File: src/rtl/asfb_map.svh
// asfb_map.svh: register offsets, field positions and reset values of the
// serial line format and baud block.
// assumes: included by its bare name from the design files under rtl/.
`ifndef ASFB_MAP_SVH
`define ASFB_MAP_SVH

`define ASFB_OFF_DATA     3'h0
`define ASFB_OFF_IEN      3'h1
`define ASFB_OFF_IID      3'h2
`define ASFB_OFF_LFC      3'h3
`define ASFB_OFF_MLC      3'h4
`define ASFB_OFF_LST      3'h5
`define ASFB_OFF_MLS      3'h6

`define ASFB_LFC_DIVISOR_ACCESS_SELECT     7
`define ASFB_LFC_BREAK    6
`define ASFB_LFC_STICK    5
`define ASFB_LFC_EVEN     4
`define ASFB_LFC_PAR      3
`define ASFB_LFC_STOP     2
`define ASFB_MLC_LOOP     4

`define ASFB_LFC_RST      8'h00
`define ASFB_IEN_RST      4'h0
`define ASFB_MLC_RST      5'h00
`define ASFB_DIV_RST      16'h0000
`define ASFB_IID_NONE     8'h01

`define ASFB_OVS          4'hf
`define ASFB_MID          4'h7
`define ASFB_HALF_STOP    4'h7
`define ASFB_FIFO_DEPTH   16

`endif

File: src/rtl/asfb_pkg.sv
// asfb_pkg.sv: types shared by the serial line format and baud block.
// assumes: nothing beyond a SystemVerilog compiler.
package asfb_pkg;
  // character format as decoded from the line format control register
  typedef struct packed {
    logic [1:0] len;
    logic       stop2;
    logic       par_on;
    logic       even;
    logic       stick;
  } asfb_fmt_t;

  // one received character with its error marks
  typedef struct packed {
    logic       perr;
    logic       ferr;
    logic       brk;
    logic [7:0] data;
  } asfb_rxw_t;

  typedef enum logic [2:0] {
    ASFB_IDLE, ASFB_START, ASFB_DATA, ASFB_PARITY, ASFB_STOP
  } asfb_state_t;
endpackage : asfb_pkg

File: src/rtl/asfb_top.sv
// asfb_top.sv: register file, character format, baud generator, transmitter
// and receiver of an asynchronous serial element.
// assumes: all inputs synchronous to CLK; modem inputs active low.
// Contract
// - line format bit 7 set maps offsets 0 and 1 to divisor bytes.
// - with bit 7 clear, offset 0 is data and offset 1 enables.
// - offset 0 read gives received char, write loads transmit holding.
// - serial bits go least significant first both ways.
// - low two format bits pick 5, 6, 7 or 8 data bits.
// - stop select clear gives one stop bit sent and checked.
// - stop select set gives 1.5 stops for 5 bits, else two.
// - parity on inserts parity after data and checks it on receive.
// - even select clear means odd parity, set means even.
// - stick parity sends and checks constant, inverse of even select.
// - break control forces serial out low until cleared, outside loopback.
// - baud generator divides clock by divisor to a 16x tick.
// - divisor held as two bytes, low bits 0-7, high bits 8-15.
// - writing either divisor byte reloads the baud counter at once.
// - interrupt enables are four bits, bits 4 to 7 read zero.
// - identification bit 0 low when pending, code in bits 1-2.
// - modem control holds dtr, rts, out1, out2, loop; rest zero.
// - line status bits 0-6 report receive and transmit state.
// - modem status gives change flags low, current levels high.
// - data ready set on char arrival, cleared by read or zero write.
// - overrun, parity, framing and break clear on status read.
// - interrupts ranked line status, data, holding empty, modem.
// - reset clears line status except holding and shifter empty set.
`timescale 1ns/1ps
`default_nettype none
`include "asfb_map.svh"
module asfb_top (
  input  wire logic       CLK,
  input  wire logic       ARST_N,
  input  wire logic [2:0] ADDR,
  input  wire logic       RD,
  input  wire logic       WR,
  input  wire logic [7:0] WDATA,
  output logic      [7:0] RDATA,
  input  wire logic       SERIAL_IN,
  output logic            SERIAL_OUT,
  output logic            BAUD_TICK,
  input  wire logic       CTS_N,
  input  wire logic       DSR_N,
  input  wire logic       RI_N,
  input  wire logic       DCD_N,
  output logic            DTR_N,
  output logic            RTS_N,
  output logic            OUT1_N,
  output logic            OUT2_N,
  output logic            INTR,
  input  wire logic       TX_VALID,
  output logic            TX_READY,
  input  wire logic [7:0] TX_DATA
);
  // register state
  logic [7:0]  lfc_ff, nxt_lfc;
  logic [3:0]  ien_ff, nxt_ien;
  logic [4:0]  mlc_ff, nxt_mlc;
  logic [15:0] div_ff, nxt_div;
  logic [15:0] bcnt_ff, nxt_bcnt;
  logic [7:0]  thr_ff, nxt_thr, rbr_ff, nxt_rbr;
  logic        dr_ff, oe_ff, pe_ff, fe_ff, bi_ff, the_ff;
  logic        nxt_dr, nxt_oe, nxt_pe, nxt_fe, nxt_bi, nxt_the;
  logic [3:0]  mdelta_ff, nxt_mdelta, mlev_ff;
  logic        holding_empty_irq_ff, nxt_holding_empty_irq;
  logic [7:0]  rdata_ff, nxt_rdata;
  asfb_pkg::asfb_fmt_t fmt;
  logic        divisor_access_select, loop, tick, sin_i;
  logic [3:0]  mnow;
  logic        wr_thr;
  logic [7:0]  iid, rx_data;
  logic        fifo_in_rdy, tx_load, tshift_empty;

  // tx / rx engine state
  asfb_pkg::asfb_state_t ts_ff, nxt_ts, rs_ff, nxt_rs;
  logic [7:0]  tsr_ff, nxt_tsr, rsr_ff, nxt_rsr;
  logic [3:0]  tsub_ff, nxt_tsub, rsub_ff, nxt_rsub;
  logic [2:0]  tbit_ff, nxt_tbit, rbit_ff, nxt_rbit;
  logic        tpar_ff, nxt_tpar, rpar_ff, nxt_rpar;
  logic        tstop_ff, nxt_tstop, tout_ff, nxt_tout;
  logic        rzero_ff, nxt_rzero, sin_q_ff;
  logic        rx_push, rx_perr, rx_ferr, rx_brk;
  asfb_pkg::asfb_rxw_t rx_w, fifo_q;
  logic        fifo_v, fifo_pop;

  // number of data bits minus one, from the length code
  function automatic logic [2:0] last_bit(input logic [1:0] len);
    return {1'b1, len} - 3'h4 + 3'h4;
  endfunction

  // parity bit to send or expect for given data under the format
  function automatic logic par_bit(input logic [7:0] d,
                                   input asfb_pkg::asfb_fmt_t f);
    logic [7:0] m;
    m = 8'h1f;
    case (f.len)
      2'h1:    m = 8'h3f;
      2'h2:    m = 8'h7f;
      2'h3:    m = 8'hff;
      default: m = 8'h1f;
    endcase
    if (f.stick) return !f.even;
    return ^(d & m) ^ !f.even;
  endfunction

  always_comb begin
    divisor_access_select  = lfc_ff[`ASFB_LFC_DIVISOR_ACCESS_SELECT];
    loop  = mlc_ff[`ASFB_MLC_LOOP];
    fmt   = '{len: lfc_ff[1:0], stop2: lfc_ff[`ASFB_LFC_STOP],
              par_on: lfc_ff[`ASFB_LFC_PAR], even: lfc_ff[`ASFB_LFC_EVEN],
              stick: lfc_ff[`ASFB_LFC_STICK]};
    // loopback turns tx back into rx and modem outputs into inputs
    sin_i = loop ? tout_ff : SERIAL_IN;
    mnow  = loop ? {mlc_ff[3], mlc_ff[2], mlc_ff[0], mlc_ff[1]}
                 : {!DCD_N, !RI_N, !DSR_N, !CTS_N};
    wr_thr = WR && ADDR == `ASFB_OFF_DATA && !divisor_access_select;
  end

  // baud generator: counter reloads from divisor, tick on wrap
  always_comb begin
    tick     = (bcnt_ff <= 16'h0001) && div_ff != 16'h0000;
    nxt_bcnt = tick ? div_ff : bcnt_ff - 16'h0001;
    if (bcnt_ff == 16'h0000) nxt_bcnt = div_ff;
    if (WR && divisor_access_select && ADDR <= `ASFB_OFF_IEN) begin
      nxt_bcnt = (ADDR == `ASFB_OFF_DATA) ? {div_ff[15:8], WDATA}
                                         : {WDATA, div_ff[7:0]};
    end
  end

  // register writes and status flags
  always_comb begin
    nxt_lfc = lfc_ff; nxt_ien = ien_ff; nxt_mlc = mlc_ff; nxt_div = div_ff;
    nxt_thr = thr_ff; nxt_rbr = rbr_ff;
    nxt_dr = dr_ff; nxt_oe = oe_ff; nxt_pe = pe_ff; nxt_fe = fe_ff;
    nxt_bi = bi_ff; nxt_the = the_ff; nxt_holding_empty_irq = holding_empty_irq_ff;
    nxt_mdelta = mdelta_ff;
    fifo_pop = 1'b0;
    if (WR) begin
      case (ADDR)
        `ASFB_OFF_DATA: if (divisor_access_select) nxt_div[7:0] = WDATA;
                        else begin nxt_thr = WDATA; nxt_the = 1'b0; end
        `ASFB_OFF_IEN:  if (divisor_access_select) nxt_div[15:8] = WDATA;
                        else nxt_ien = WDATA[3:0];
        `ASFB_OFF_LFC:  nxt_lfc = WDATA;
        `ASFB_OFF_MLC:  nxt_mlc = WDATA[4:0];
        `ASFB_OFF_LST:  if (!WDATA[0]) nxt_dr = 1'b0;
        default: ;
      endcase
    end
    if (wr_thr) nxt_holding_empty_irq = 1'b0;
    // enabling the empty interrupt while already empty raises it at once,
    // otherwise a host that enables late would wait for a character forever
    if (WR && !divisor_access_select && ADDR == `ASFB_OFF_IEN && WDATA[1] && !ien_ff[1]
        && the_ff) begin
      nxt_holding_empty_irq = 1'b1;
    end
    if (RD && ADDR == `ASFB_OFF_DATA && !divisor_access_select) nxt_dr = 1'b0;
    if (RD && ADDR == `ASFB_OFF_LST) begin
      nxt_oe = 1'b0; nxt_pe = 1'b0; nxt_fe = 1'b0; nxt_bi = 1'b0;
    end
    if (RD && ADDR == `ASFB_OFF_IID && iid[2:1] == 2'h1) nxt_holding_empty_irq = 1'b0;
    if (RD && ADDR == `ASFB_OFF_MLS) nxt_mdelta = 4'h0;
    // hardware sets win over clears in the same cycle
    nxt_mdelta = nxt_mdelta | {mlev_ff[3] ^ mnow[3],
                               mlev_ff[2] & !mnow[2],
                               mlev_ff[1:0] ^ mnow[1:0]};
    // next character moves into the buffer once the old one is taken
    if (fifo_v && !nxt_dr) begin
      fifo_pop = 1'b1;
      nxt_rbr  = fifo_q.data;
      nxt_dr   = 1'b1;
      nxt_pe   = nxt_pe | fifo_q.perr;
      nxt_fe   = nxt_fe | fifo_q.ferr;
      nxt_bi   = nxt_bi | fifo_q.brk;
    end
    if (rx_push && !fifo_in_rdy) nxt_oe = 1'b1;
    if (tx_load) begin
      nxt_the = 1'b1;
      nxt_holding_empty_irq = 1'b1;
    end
  end

  // interrupt identification, lowest source first, later checks override
  always_comb begin
    iid = `ASFB_IID_NONE;
    if (ien_ff[3] && mdelta_ff != 4'h0)        iid = 8'h00;
    if (ien_ff[1] && the_ff && holding_empty_irq_ff)    iid = 8'h02;
    if (ien_ff[0] && dr_ff)                    iid = 8'h04;
    if (ien_ff[2] && (oe_ff | pe_ff | fe_ff | bi_ff)) iid = 8'h06;
    INTR = !iid[0];
  end

  // read mux; unmapped offset reads zero
  always_comb begin
    case (ADDR)
      `ASFB_OFF_DATA: nxt_rdata = divisor_access_select ? div_ff[7:0] : rbr_ff;
      `ASFB_OFF_IEN:  nxt_rdata = divisor_access_select ? div_ff[15:8] : {4'h0, ien_ff};
      `ASFB_OFF_IID:  nxt_rdata = iid;
      `ASFB_OFF_LFC:  nxt_rdata = lfc_ff;
      `ASFB_OFF_MLC:  nxt_rdata = {3'h0, mlc_ff};
      `ASFB_OFF_LST:  nxt_rdata = {1'b0, tshift_empty, the_ff, bi_ff, fe_ff,
                                   pe_ff, oe_ff, dr_ff};
      `ASFB_OFF_MLS:  nxt_rdata = {mnow, mdelta_ff};
      default:        nxt_rdata = 8'h00;
    endcase
  end

  // transmitter: holding register feeds shifter; TX_DATA handshake word feeds holding
  always_comb begin
    tshift_empty = (ts_ff == asfb_pkg::ASFB_IDLE);
    TX_READY = the_ff && !wr_thr && !tx_load;
    tx_load  = !the_ff && tshift_empty;
    nxt_ts = ts_ff; nxt_tsr = tsr_ff; nxt_tsub = tsub_ff; nxt_tbit = tbit_ff;
    nxt_tpar = tpar_ff; nxt_tstop = tstop_ff; nxt_tout = tout_ff;
    if (tx_load) begin
      nxt_ts = asfb_pkg::ASFB_START; nxt_tsr = thr_ff; nxt_tsub = 4'h0;
      nxt_tout = 1'b0; nxt_tpar = par_bit(thr_ff, fmt);
    end else if (tick) begin
      nxt_tsub = tsub_ff + 4'h1;
      if (tsub_ff == `ASFB_OVS || (ts_ff == asfb_pkg::ASFB_STOP && tstop_ff
          && fmt.len == 2'h0 && tsub_ff == `ASFB_HALF_STOP)) begin
        nxt_tsub = 4'h0;
        case (ts_ff)
          asfb_pkg::ASFB_START: begin
            nxt_ts = asfb_pkg::ASFB_DATA; nxt_tbit = 3'h0;
            nxt_tout = tsr_ff[0];
          end
          asfb_pkg::ASFB_DATA:
            if (tbit_ff == last_bit(fmt.len)) begin
              nxt_ts = fmt.par_on ? asfb_pkg::ASFB_PARITY
                                  : asfb_pkg::ASFB_STOP;
              nxt_tout = fmt.par_on ? tpar_ff : 1'b1;
              nxt_tstop = 1'b0;
            end else begin
              nxt_tbit = tbit_ff + 3'h1;
              nxt_tsr  = tsr_ff >> 1;
              nxt_tout = tsr_ff[1];
            end
          asfb_pkg::ASFB_PARITY: begin
            nxt_ts = asfb_pkg::ASFB_STOP; nxt_tout = 1'b1; nxt_tstop = 1'b0;
          end
          asfb_pkg::ASFB_STOP:
            if (fmt.stop2 && !tstop_ff) nxt_tstop = 1'b1;
            else nxt_ts = asfb_pkg::ASFB_IDLE;
          default: nxt_ts = asfb_pkg::ASFB_IDLE;
        endcase
      end
    end
    SERIAL_OUT = tout_ff && !lfc_ff[`ASFB_LFC_BREAK] || loop;
  end

  // receiver: start edge, mid-cell sampling at half of sixteen ticks
  always_comb begin
    nxt_rs = rs_ff; nxt_rsr = rsr_ff; nxt_rsub = rsub_ff; nxt_rbit = rbit_ff;
    nxt_rpar = rpar_ff; nxt_rzero = rzero_ff;
    rx_push = 1'b0; rx_perr = 1'b0; rx_ferr = 1'b0; rx_brk = 1'b0;
    if (tick) begin
      nxt_rsub = rsub_ff + 4'h1;
      case (rs_ff)
        asfb_pkg::ASFB_IDLE:
          if (!sin_i) begin nxt_rs = asfb_pkg::ASFB_START; nxt_rsub = 4'h1; end
        asfb_pkg::ASFB_START:
          if (rsub_ff == `ASFB_MID) begin
            nxt_rsub = 4'h0;
            nxt_rs = sin_i ? asfb_pkg::ASFB_IDLE : asfb_pkg::ASFB_DATA;
            nxt_rbit = 3'h0; nxt_rsr = 8'h00; nxt_rzero = 1'b1;
          end
        asfb_pkg::ASFB_DATA:
          if (rsub_ff == `ASFB_OVS) begin
            nxt_rsr = {sin_i, rsr_ff[7:1]};
            nxt_rzero = rzero_ff & !sin_i;
            nxt_rbit = rbit_ff + 3'h1;
            if (rbit_ff == last_bit(fmt.len))
              nxt_rs = fmt.par_on ? asfb_pkg::ASFB_PARITY
                                  : asfb_pkg::ASFB_STOP;
          end
        asfb_pkg::ASFB_PARITY:
          if (rsub_ff == `ASFB_OVS) begin
            nxt_rpar = sin_i; nxt_rzero = rzero_ff & !sin_i;
            nxt_rs = asfb_pkg::ASFB_STOP;
          end
        asfb_pkg::ASFB_STOP:
          if (rsub_ff == `ASFB_OVS) begin
            rx_push = 1'b1;
            rx_ferr = !sin_i;
            rx_brk  = rzero_ff && !sin_i;
            rx_perr = fmt.par_on && (rpar_ff != par_bit(rx_data, fmt));
            nxt_rs = asfb_pkg::ASFB_IDLE;
          end
        default: nxt_rs = asfb_pkg::ASFB_IDLE;
      endcase
    end
  end

  // align short characters to bit 0
  always_comb begin
    rx_data = rsr_ff >> (3'h7 - last_bit(fmt.len));
    rx_w    = '{perr: rx_perr, ferr: rx_ferr, brk: rx_brk, data: rx_data};
  end

  asfb_fifo #(.W(11), .D(`ASFB_FIFO_DEPTH)) u_rxq (
    .clk       (CLK),
    .arst_n    (ARST_N),
    .in_valid  (rx_push),
    .in_ready  (fifo_in_rdy),
    .in_data   (rx_w),
    .out_valid (fifo_v),
    .out_ready (fifo_pop),
    .out_data  (fifo_q)
  );

  // all state registers; reset state of line status has both empties set
  always_ff @(posedge CLK or negedge ARST_N) begin
    if (!ARST_N) begin
      lfc_ff <= `ASFB_LFC_RST; ien_ff <= `ASFB_IEN_RST;
      mlc_ff <= `ASFB_MLC_RST; div_ff <= `ASFB_DIV_RST;
      bcnt_ff <= `ASFB_DIV_RST; thr_ff <= 8'h00; rbr_ff <= 8'h00;
      dr_ff <= 1'b0; oe_ff <= 1'b0; pe_ff <= 1'b0; fe_ff <= 1'b0;
      bi_ff <= 1'b0; the_ff <= 1'b1;
      mdelta_ff <= 4'h0; mlev_ff <= 4'h0; holding_empty_irq_ff <= 1'b0;
      rdata_ff <= 8'h00;
      ts_ff <= asfb_pkg::ASFB_IDLE; rs_ff <= asfb_pkg::ASFB_IDLE;
      tsr_ff <= 8'h00; rsr_ff <= 8'h00; tsub_ff <= 4'h0; rsub_ff <= 4'h0;
      tbit_ff <= 3'h0; rbit_ff <= 3'h0; tpar_ff <= 1'b0; rpar_ff <= 1'b0;
      tstop_ff <= 1'b0; tout_ff <= 1'b1; rzero_ff <= 1'b0; sin_q_ff <= 1'b1;
    end else begin
      lfc_ff <= nxt_lfc; ien_ff <= nxt_ien; mlc_ff <= nxt_mlc;
      div_ff <= nxt_div; bcnt_ff <= nxt_bcnt;
      thr_ff <= (TX_VALID && TX_READY) ? TX_DATA : nxt_thr;
      rbr_ff <= nxt_rbr;
      dr_ff <= nxt_dr; oe_ff <= nxt_oe; pe_ff <= nxt_pe; fe_ff <= nxt_fe;
      bi_ff <= nxt_bi;
      the_ff <= (TX_VALID && TX_READY) ? 1'b0 : nxt_the;
      mdelta_ff <= nxt_mdelta; mlev_ff <= mnow; holding_empty_irq_ff <= nxt_holding_empty_irq;
      rdata_ff <= nxt_rdata;
      ts_ff <= nxt_ts; rs_ff <= nxt_rs; tsr_ff <= nxt_tsr; rsr_ff <= nxt_rsr;
      tsub_ff <= nxt_tsub; rsub_ff <= nxt_rsub; tbit_ff <= nxt_tbit;
      rbit_ff <= nxt_rbit; tpar_ff <= nxt_tpar; rpar_ff <= nxt_rpar;
      tstop_ff <= nxt_tstop; tout_ff <= nxt_tout; rzero_ff <= nxt_rzero;
      sin_q_ff <= sin_i;
    end
  end

  // modem outputs are forced inactive in loopback
  always_comb begin
    RDATA     = rdata_ff;
    BAUD_TICK = tick;
    DTR_N  = !(mlc_ff[0] && !loop);
    RTS_N  = !(mlc_ff[1] && !loop);
    OUT1_N = !(mlc_ff[2] && !loop);
    OUT2_N = !(mlc_ff[3] && !loop);
  end

  AST_BREAK_LOW: assert property (@(posedge CLK) disable iff (!ARST_N)
    lfc_ff[`ASFB_LFC_BREAK] && !loop |-> !SERIAL_OUT)
    else $error("break does not hold line low");
  AST_DIV_RELOAD: assert property (@(posedge CLK) disable iff (!ARST_N)
    WR && divisor_access_select && ADDR == `ASFB_OFF_DATA |=> bcnt_ff[7:0] == $past(WDATA))
    else $error("baud counter not reloaded");
  AST_DIVISOR_ACCESS_SELECT_LOW: assert property (@(posedge CLK) disable iff (!ARST_N)
    WR && divisor_access_select && ADDR == `ASFB_OFF_DATA |=> div_ff[7:0] == $past(WDATA))
    else $error("divisor low byte not written");
  AST_IEN_WR: assert property (@(posedge CLK) disable iff (!ARST_N)
    WR && !divisor_access_select && ADDR == `ASFB_OFF_IEN |=> ien_ff == $past(WDATA[3:0]))
    else $error("enable register not written");
  AST_IID_ZERO: assert property (@(posedge CLK) disable iff (!ARST_N)
    iid[7:3] == 5'h00 && (iid[0] == !INTR))
    else $error("identification upper bits nonzero");
  AST_LST_CLR: assert property (@(posedge CLK) disable iff (!ARST_N)
    RD && ADDR == `ASFB_OFF_LST && !rx_push && !fifo_pop |=> !oe_ff && !pe_ff)
    else $error("error flags survive status read");
  AST_PRIO: assert property (@(posedge CLK) disable iff (!ARST_N)
    ien_ff[2] && oe_ff |-> iid == 8'h06)
    else $error("line status not highest");
  AST_DR_SET: assert property (@(posedge CLK) disable iff (!ARST_N)
    fifo_pop |=> dr_ff)
    else $error("data ready not set");
  AST_THE_CLR: assert property (@(posedge CLK) disable iff (!ARST_N)
    wr_thr |=> !the_ff)
    else $error("holding empty not cleared");
  C_TX: cover property (@(posedge CLK) tx_load);
  C_RX: cover property (@(posedge CLK) fifo_pop);
  C_BRK: cover property (@(posedge CLK) rx_brk && rx_push);
endmodule : asfb_top
`default_nettype wire

File: src/rtl/asfb_fifo.sv
// asfb_fifo.sv: small synchronous fifo, registered read data.
// assumes: one clock, asynchronous active-low reset.
`timescale 1ns/1ps
`default_nettype none
module asfb_fifo #(
  parameter int W = 8,
  parameter int D = 16
) (
  input  wire logic         clk,
  input  wire logic         arst_n,
  input  wire logic         in_valid,
  output logic              in_ready,
  input  wire logic [W-1:0] in_data,
  output logic              out_valid,
  input  wire logic         out_ready,
  output logic [W-1:0]      out_data
);
  localparam int AW = $clog2(D);
  logic [W-1:0]  mem [D];
  logic [AW:0]   wp_ff, rp_ff, nxt_wp, nxt_rp;
  logic [W-1:0]  out_ff, nxt_out;
  logic          ov_ff, nxt_ov;
  logic          empty, full, pop, push;

  // pointers carry a wrap bit so full and empty are exact
  always_comb begin
    empty    = (wp_ff == rp_ff);
    full     = (wp_ff[AW] != rp_ff[AW]) && (wp_ff[AW-1:0] == rp_ff[AW-1:0]);
    in_ready = !full;
    push     = in_valid && !full;
    pop      = !empty && (!ov_ff || out_ready);
    nxt_wp   = push ? wp_ff + 1'b1 : wp_ff;
    nxt_rp   = pop ? rp_ff + 1'b1 : rp_ff;
    nxt_out  = pop ? mem[rp_ff[AW-1:0]] : out_ff;
    nxt_ov   = pop ? 1'b1 : (out_ready ? 1'b0 : ov_ff);
  end

  always_ff @(posedge clk) begin
    if (push) begin
      mem[wp_ff[AW-1:0]] <= in_data;
    end
  end

  always_ff @(posedge clk or negedge arst_n) begin
    if (!arst_n) begin
      wp_ff  <= '0;
      rp_ff  <= '0;
      out_ff <= '0;
      ov_ff  <= 1'b0;
    end else begin
      wp_ff  <= nxt_wp;
      rp_ff  <= nxt_rp;
      out_ff <= nxt_out;
      ov_ff  <= nxt_ov;
    end
  end

  assign out_valid = ov_ff;
  assign out_data  = out_ff;
endmodule : asfb_fifo
`default_nettype wire

File: config.mk
export PLATFORM = sky130hd
export DESIGN_NAME = asfb_top
export DESIGN_NICKNAME = d
export VERILOG_FILES = /design/src/rtl/asfb_pkg.sv /design/src/rtl/asfb_top.sv /design/src/rtl/asfb_fifo.sv
export VERILOG_INCLUDE_DIRS = /design/src /design/src/rtl
export SDC_FILE = /design/constraint.sdc
export NUM_CORES = 1
export LEC_CHECK = 0
export ABC_CLOCK_PERIOD_IN_PS = 3730
export BUFFER_PORTS_ARGS = -buffer_cell sky130_fd_sc_hd__buf_2
export CORE_UTILIZATION = 50
export CTS_CLUSTER_SIZE = 28
export DETAILED_ROUTE_END_ITERATION = 8
export GPL_TIMING_DRIVEN = 0
export MAX_ROUTING_LAYER = met4
export PLACE_DENSITY = 0.76
export SLEW_MARGIN = 15
export SYNTH_ARGS = -nofsm -noshare
export SYNTH_HDL_FRONTEND = slang
export SYNTH_SLANG_ARGS = --single-unit
File: constraint.sdc
create_clock -name CLK -period 3.73 [get_ports CLK]
set_input_delay 0.746 -clock CLK [delete_from_list [all_inputs] [get_ports CLK]]
set_output_delay 0.746 -clock CLK [all_outputs]
set_load 0.01 [all_outputs]
Word level (Yosys, flattened, before mapping):

Memories as Yosys holds them, arrays and structs flattened. A register that Yosys moved wholly into a read port is not among the register bits.
Cells that the tools add are included.

* memory bits (writable): 176
* bits of input ports: 29
* logic and storage cells: 337
* memories kept: 1
* output and inout port bits: 16
* flip-flop bits (word level): 140

* shifts and indexed selects: 1
* reduce and logical (&&, ||, !) cells: 110
* add/subtract/negate cells: 10
* bitwise logic cells: 17
* $lt $le $gt $ge: 2
* multiplexer cells: 119
* equality and inequality tests: 43

Memories
* u_rxq.mem: depth 16, bits a word 11, read ports 1, clocked after Yosys merged registers in 1, wr ports 1, RTL line asfb_fifo.sv:19 `logic [W-1:0] mem [D];`

Operators by type and width (count)
* $mux W8: 20
* $mux W16: 4
* $mux W1: 61
* $pmux W8 S7: 1
* $mux W3: 15
* $logic_and A1 B1 Y1: 41
* $mux W4: 7
* $logic_not A1 Y1: 25
* $pmux W8 S3: 1
* $reduce_and A3 Y1: 7
* $reduce_bool A2 Y1: 10
* $eq A3 B2 Y1 const B: 6
* $ne A2 B2 Y1 const B: 9
* $and A8 B8 Y8: 2
* $le A16 B1 Y1 const B: 1
* $logic_not A16 Y1: 1
* $pmux W8 S2: 1
* $reduce_and A4 Y1: 4
* $reduce_bool A16 Y1: 1
* $reduce_xor A8 Y1: 2
* $sub A16 B1 Y16 const B: 1
* $eq A3 B3 Y1 const B: 5
* $pmux W3 S5: 1
* $pmux W3 S2: 2
* other kinds (41): 74

Depth between registers and ports, before layout:

* word-level depth: 17
* depth in mapped cells: 10

Hierarchy:

Synthesis repeated with hierarchy kept, for this count alone.

* cells, all modules: 1144
* area, all modules: 14969.4 µm²

Modules (own cells, without submodules)
* asfb_fifo: area each 7928.9 µm², instances 1, cells an instance 405, seq. area each 5835.6 µm²
* asfb_top: area each 7040.5 µm², instances 1, cells an instance 739, seq. area each 3230.6 µm²

Least setup slack after synthesis:

No wires, ideal clock.

* path kind: reg-to-reg
* from: register lfc_ff[0]
* to: memory u_rxq.mem[0][10], data pin
* stages on the path, launching flop included: 8
* path slack: 0.838 ns
* data required time: 3.439 ns
* setup time: 0.291 ns
* arrival time: 2.601 ns
* cells stage by stage: dfrtp_1 > buf_6 > mux4_2 > xnor2_1 > xnor2_1 > xnor3_1 > or3_1 > a21oi_1

* elaborated cells on any way between the ends: 23
* those cells by class: add/sub (3); eq/ne (4); shift (1); mux (11); bitwise (2); reduce/logical (2)

RTL lines
* start: declaration: RTL line asfb_top.sv:56 `logic [7:0] lfc_ff, nxt_lfc;`
* start signal: assignment: RTL line asfb_top.sv:315 `` lfc_ff <= `ASFB_LFC_RST; ien_ff <= `ASFB_IEN_RST; ``
* start signal: assignment: RTL line asfb_top.sv:327 `lfc_ff <= nxt_lfc; ien_ff <= nxt_ien; mlc_ff <= nxt_mlc;`
* $sub A3 B3 Y3: RTL line asfb_top.sv:88 `return {1'b1, len} - 3'h4 + 3'h4;`
* $add A3 B3 Y3: RTL line asfb_top.sv:88
* $sub A3 B3 Y3: RTL line asfb_top.sv:297 `rx_data = rsr_ff >> (3'h7 - last_bit(fmt.len));`
* $shr A8 B3 Y8: RTL line asfb_top.sv:297
* net rx_data[2]: RTL line asfb_top.sv:71 `logic [7:0] iid, rx_data;`
* $and A8 B8 Y8: RTL line asfb_top.sv:103 `return ^(d & m) ^ !f.even;`
* $reduce_xor A8 Y1: RTL line asfb_top.sv:103
* $xor A1 B1 Y1: RTL line asfb_top.sv:103
* [2 not listed]
* $mux W1: RTL line asfb_top.sv:259 `case (rs_ff)`
* $mux W1: RTL line asfb_top.sv:257 `if (tick) begin`
* $ne A1 B1 Y1: RTL line asfb_top.sv:287 `rx_perr = fmt.par_on && (rpar_ff != par_bit(rx_data, fmt));`
* $logic_and A1 B1 Y1: RTL line asfb_top.sv:287
* $mux W1: RTL line asfb_top.sv:283 `` if (rsub_ff == `ASFB_OVS) begin ``
* $mux W1: RTL line asfb_top.sv:259
* $mux W1: RTL line asfb_top.sv:257
* net rx_perr: RTL line asfb_top.sv:82 `logic rx_push, rx_perr, rx_ferr, rx_brk;`
* end: declaration: RTL line asfb_fifo.sv:19

The timed path passes the listed nets, and every way through them passes these cells. The select of a mux whose other input is x is not followed.

Worst setup path after layout:

* from: register rs_ff[2]
* to: memory u_rxq.mem[6][1], enable pin

* cells in the longest elaborated chain, start to end: 6

RTL lines
* start: declaration: RTL line asfb_top.sv:75 `asfb_pkg::asfb_state_t ts_ff, nxt_ts, rs_ff, nxt_rs;`
* start signal: assignment: RTL line asfb_top.sv:322 `ts_ff <= asfb_pkg::ASFB_IDLE; rs_ff <= asfb_pkg::ASFB_IDLE;`
* start signal: assignment: RTL line asfb_top.sv:336 `ts_ff <= nxt_ts; rs_ff <= nxt_rs; tsr_ff <= nxt_tsr; rsr_ff <= nxt_rsr;`
* $eq A3 B3 Y1: RTL line asfb_top.sv:259
* $mux W1: RTL line asfb_top.sv:259
* $mux W1: RTL line asfb_top.sv:257
* $logic_and A1 B1 Y1: RTL line asfb_fifo.sv:30 `push = in_valid && !full;`
* $mux W1: RTL line asfb_fifo.sv:39 `if (push) begin`
* $mux W1 (not written as such): RTL line asfb_fifo.sv:40 `mem[wp_ff[AW-1:0]] <= in_data;`

No other way between the ends.

==> impl_results.md <==
- Port bufs: 42
- Synth warn: 0
- Critical Path RT: 3.87 ns
- TritonCTS clock tree: yes
- Avg Inst Size Synth: 13.8 um2
- Worst Setup End Kind: flip-flop
- Int Pwr: 7.24 mW
- First-pass GRT wire length: 51200 um
- Smallest hold slack: 0.157 ns
- Sequential element share of the synthesized area: 62.5%
- Finished Core Util: 58.4%
- HPWL Detailed: 22000 um
- Seq pwr share: 45.6%
- Max-slew violations: 0
- Hold WC Path Type: primary input to async pin
- Skew-Pair Late Insertion Delay: 0.53 ns
- Initial Util: 51.5%
- Crit Path Class: flip-flop to flip-flop
- Layout cells sized above 1: 21.2%
- Yosys top cell area share: 36.4%
- Number of diodes: 0
- Final setup violation count: 0
- Worst-Margin Slew: 1.20 ns
- Clock root cell: clkbuf_16
- Crit Path Max Fanout: 11
- Outcome: finished, final reports clean
- Leakage: 6.26 nW
- Mapped Area: 0.0145 mm2
- Max-Cap Viols: 0
- # rows: 61
- Design Power: 10.3 mW
- Post-synth EDFFs: 176
- Die area: 0.0297 mm2
- RSZ-0062 raised after global routing: false
- Core ar.: 0.0282 mm2
- Clk_skew: 0.0171 ns
- Net Count, Synth: 1092
- Net count, final: 1178
- GR Util All Layers: 23.8%
- Placed cells: 1478
- Vias in the first global route: 9210
- DRT iter0 DRCs: 880
- Minimum clock period after layout: 3.45 ns
- Maximum number of pins on one net before global-route repair: 91
- Total CTS buffers: 34
- CTS HTree Levels: 2
- Clock Path Buffers: 3
- Post-Synthesis Cells: 1051
- Gp weighted congestion: 0.933
- Die width: 172 um
- Async SR Flop Fraction: 46.2%
- #FFs+latches synth: 327
- Crit share post-route: 92.6%
- DRT antenna net count: 0
- Clock power share: 32.5%
- I/O pins: 45
- Syn-to-layout area delta: 13.3%
- Final hold vios: 0
- Synth unique cells: 73
- Initial antenna violation count: 0
- Routed WL per cell: 21.2 um
- Gr ovfl total: 0
- Clk slew on worst S/H paths: 0.06 ns
- Clock Sinks: 327
- Vias: 9174
- Final std cells w/o fill: 1540
- Switching Fraction: 29.4%
- Psw: 3.01 mW
- # fillers: 2183
- CTS Hold Buffers Added: 0
- Logic pwr share: 21.9%
- Mean number of vias per cell: 5.96
- DRC Markers: 0
- Pwr dens: 624 mW/mm2
- Die Y: 172 um
- Peak supply drop: 0.399 mV
- DR pass1 iterations: 6
- Drt total wl: 32700 um
- Worst slew margin: 20.0%
- Ranking of synthesized cells by area: edfxtp_1, dfrtp_1, mux4_2, nand2_1, mux2_2
- CP startpoint kind: flip-flop
- Arr. time, crit path: 3.59 ns
- Post-synth top flop: edfxtp_1
- Max Fclk: 0.290 GHz
- Yosys top cell by area: edfxtp_1
final timing paths:
kind | start | to | slack, ns | cells after the start
min in group CLK | TX_VALID | the_ff | 0.42 | 2
max in group asynchronous | ARST_N | the_ff | 2.77 | 2
worst max-delay path | rs_ff[2] | u_rxq.mem[6][1] | 0.28 | 6
worst min-delay path | ARST_N | bcnt_ff[11] | 0.16 | 1
worst max register to register | rs_ff[2] | u_rxq.mem[6][1] | 0.28 | 6
worst min register to register | u_rxq.wp_ff[4] | u_rxq.wp_ff[4] | 0.49 | 1
critical path, stage by stage (launching register included):
cell and delay, ns:
dfrtp_1 0.32, clkbuf_2 0.19, nor3b_2 0.33, nand4_1 0.34
a2111oi_4 0.64, nand2_1 0.29, nor2_1 0.96
kinds of logic (layout without fill, tap and decap cells):
| kind of cell | Yosys count | in the layout | share of synthesized area (%) |
|---|---|---|---|
| xor+xnor | 46 | 46 | 2.97 |
| simple gates | 310 | 310 | 9.88 |
| fa+ha+maj | 12 | 12 | 1.04 |
| flops | 327 | 327 | 62.5 |
| compound gates | 155 | 155 | 7.40 |
| mux | 123 | 123 | 14.0 |
| buf+inv | 78 | 189 | 2.24 |
what timing repair did:
action / in CTS / in global routing
pin swaps: 0 / 1
setup endpoints to repair: 16 / 49
hold endpoints to repair: 0 / 0
gates resized for setup: 1 / 0
setup buffers: 0 / 1
stage by stage:
stage                     setup WS (ns)  TNS [ns]  instance area (um2)
after global placement           -0.411    -59.89                15200
after global routing              0.165         0                16400
after detailed placement         -0.149     -2.37                15300
after floorplan                   0.838         0                14500
after CTS                       0.00678         0                16400
final                             0.276         0                16400
state kept, by name (all words and copies together) (netlist names), 3 cells and up:
signal and count:
rsr_ff 8, ien_ff 4, thr_ff 8, RDATA 8
tsr_ff 8, rs_ff 3, rbit_ff 3, rsub_ff 4
tbit_ff 3, ts_ff 3, u_rxq.wp_ff 5, div_ff 16
tsub_ff 4, mdelta_ff 4, rbr_ff 8, u_rxq.mem 176
bcnt_ff 16, mlc_ff 5, u_rxq.rp_ff 5, lfc_ff 8
mlev_ff 4, u_rxq.out_data 11
cell usage in the layout (no fill, tap or decap), types with 34 or more instances in the layout:
cell,n
buf_2,53
clkbuf_1,45
clkbuf_16,34
dfrtp_1,149
edfxtp_1,176
mux2_2,43
mux4_2,58
nand2_1,142
nor2_1,50
o21ai_0,37
synth_stat cells (5+ instances only):
| library cell | number |
|---|---|
| edfxtp_1 | 176 |
| dfrtp_1 | 149 |
| nand2_1 | 142 |
| mux4_2 | 58 |
| nor2_1 | 55 |
| mux2_2 | 43 |
| o21ai_0 | 38 |
| clkbuf_1 | 34 |
| a21oi_1 | 27 |
| xnor2_1 | 24 |
| inv_1 | 23 |
| nand3_1 | 23 |
| mux2i_1 | 21 |
| xor2_1 | 20 |
| nor3_1 | 17 |
| a22o_1 | 16 |
| nand2b_1 | 14 |
| buf_2 | 12 |
| ha_1 | 12 |
| nor4_1 | 12 |
| a31oi_1 | 11 |
| o211ai_1 | 11 |
| nand4_1 | 7 |
| or3_1 | 7 |
| a21o_1 | 6 |
| a22oi_1 | 5 |
| nor2b_1 | 5 |
| o22ai_1 | 5 |
layer usage:
metal | wire length [um] | part of all wire (%) | vias up | track usage, %
li1 | - | - | 4119 | -
met4 | 847 | 2.6 | 0 | 7.85
met3 | 2210 | 6.7 | 59 | 3.87
met2 | 16000 | 49 | 382 | 38.7
met1 | 13600 | 42 | 4614 | 30.6
met5 | 0 | 0 | - | -
layout make-up:
type                    count  area (um2)  share of cell area, %
flip-flops and latches    327        9070                   55.2
clock inverters            12         149                  0.906
repair buffers             50         319                   1.94
well taps                 378         473                   2.88
plain buffers              53         231                   1.41
multi-input cells         646        5160                   31.4
inverters                  25        93.8                  0.571
clock buffers              49         947                   5.76
power groups by stage:
stage                     Sequential, mW  Combinational (mW)  Clock [mW]
after floorplan                     4.59                1.69           0
after global placement              4.71                2.18           0
after detailed placement            4.73                2.24           0
after CTS                           4.67                2.26        3.39
after global routing                4.73                2.46        3.52
final                               4.67                2.25        3.33
No activity file was read; power rests on OpenSTA's default activity.
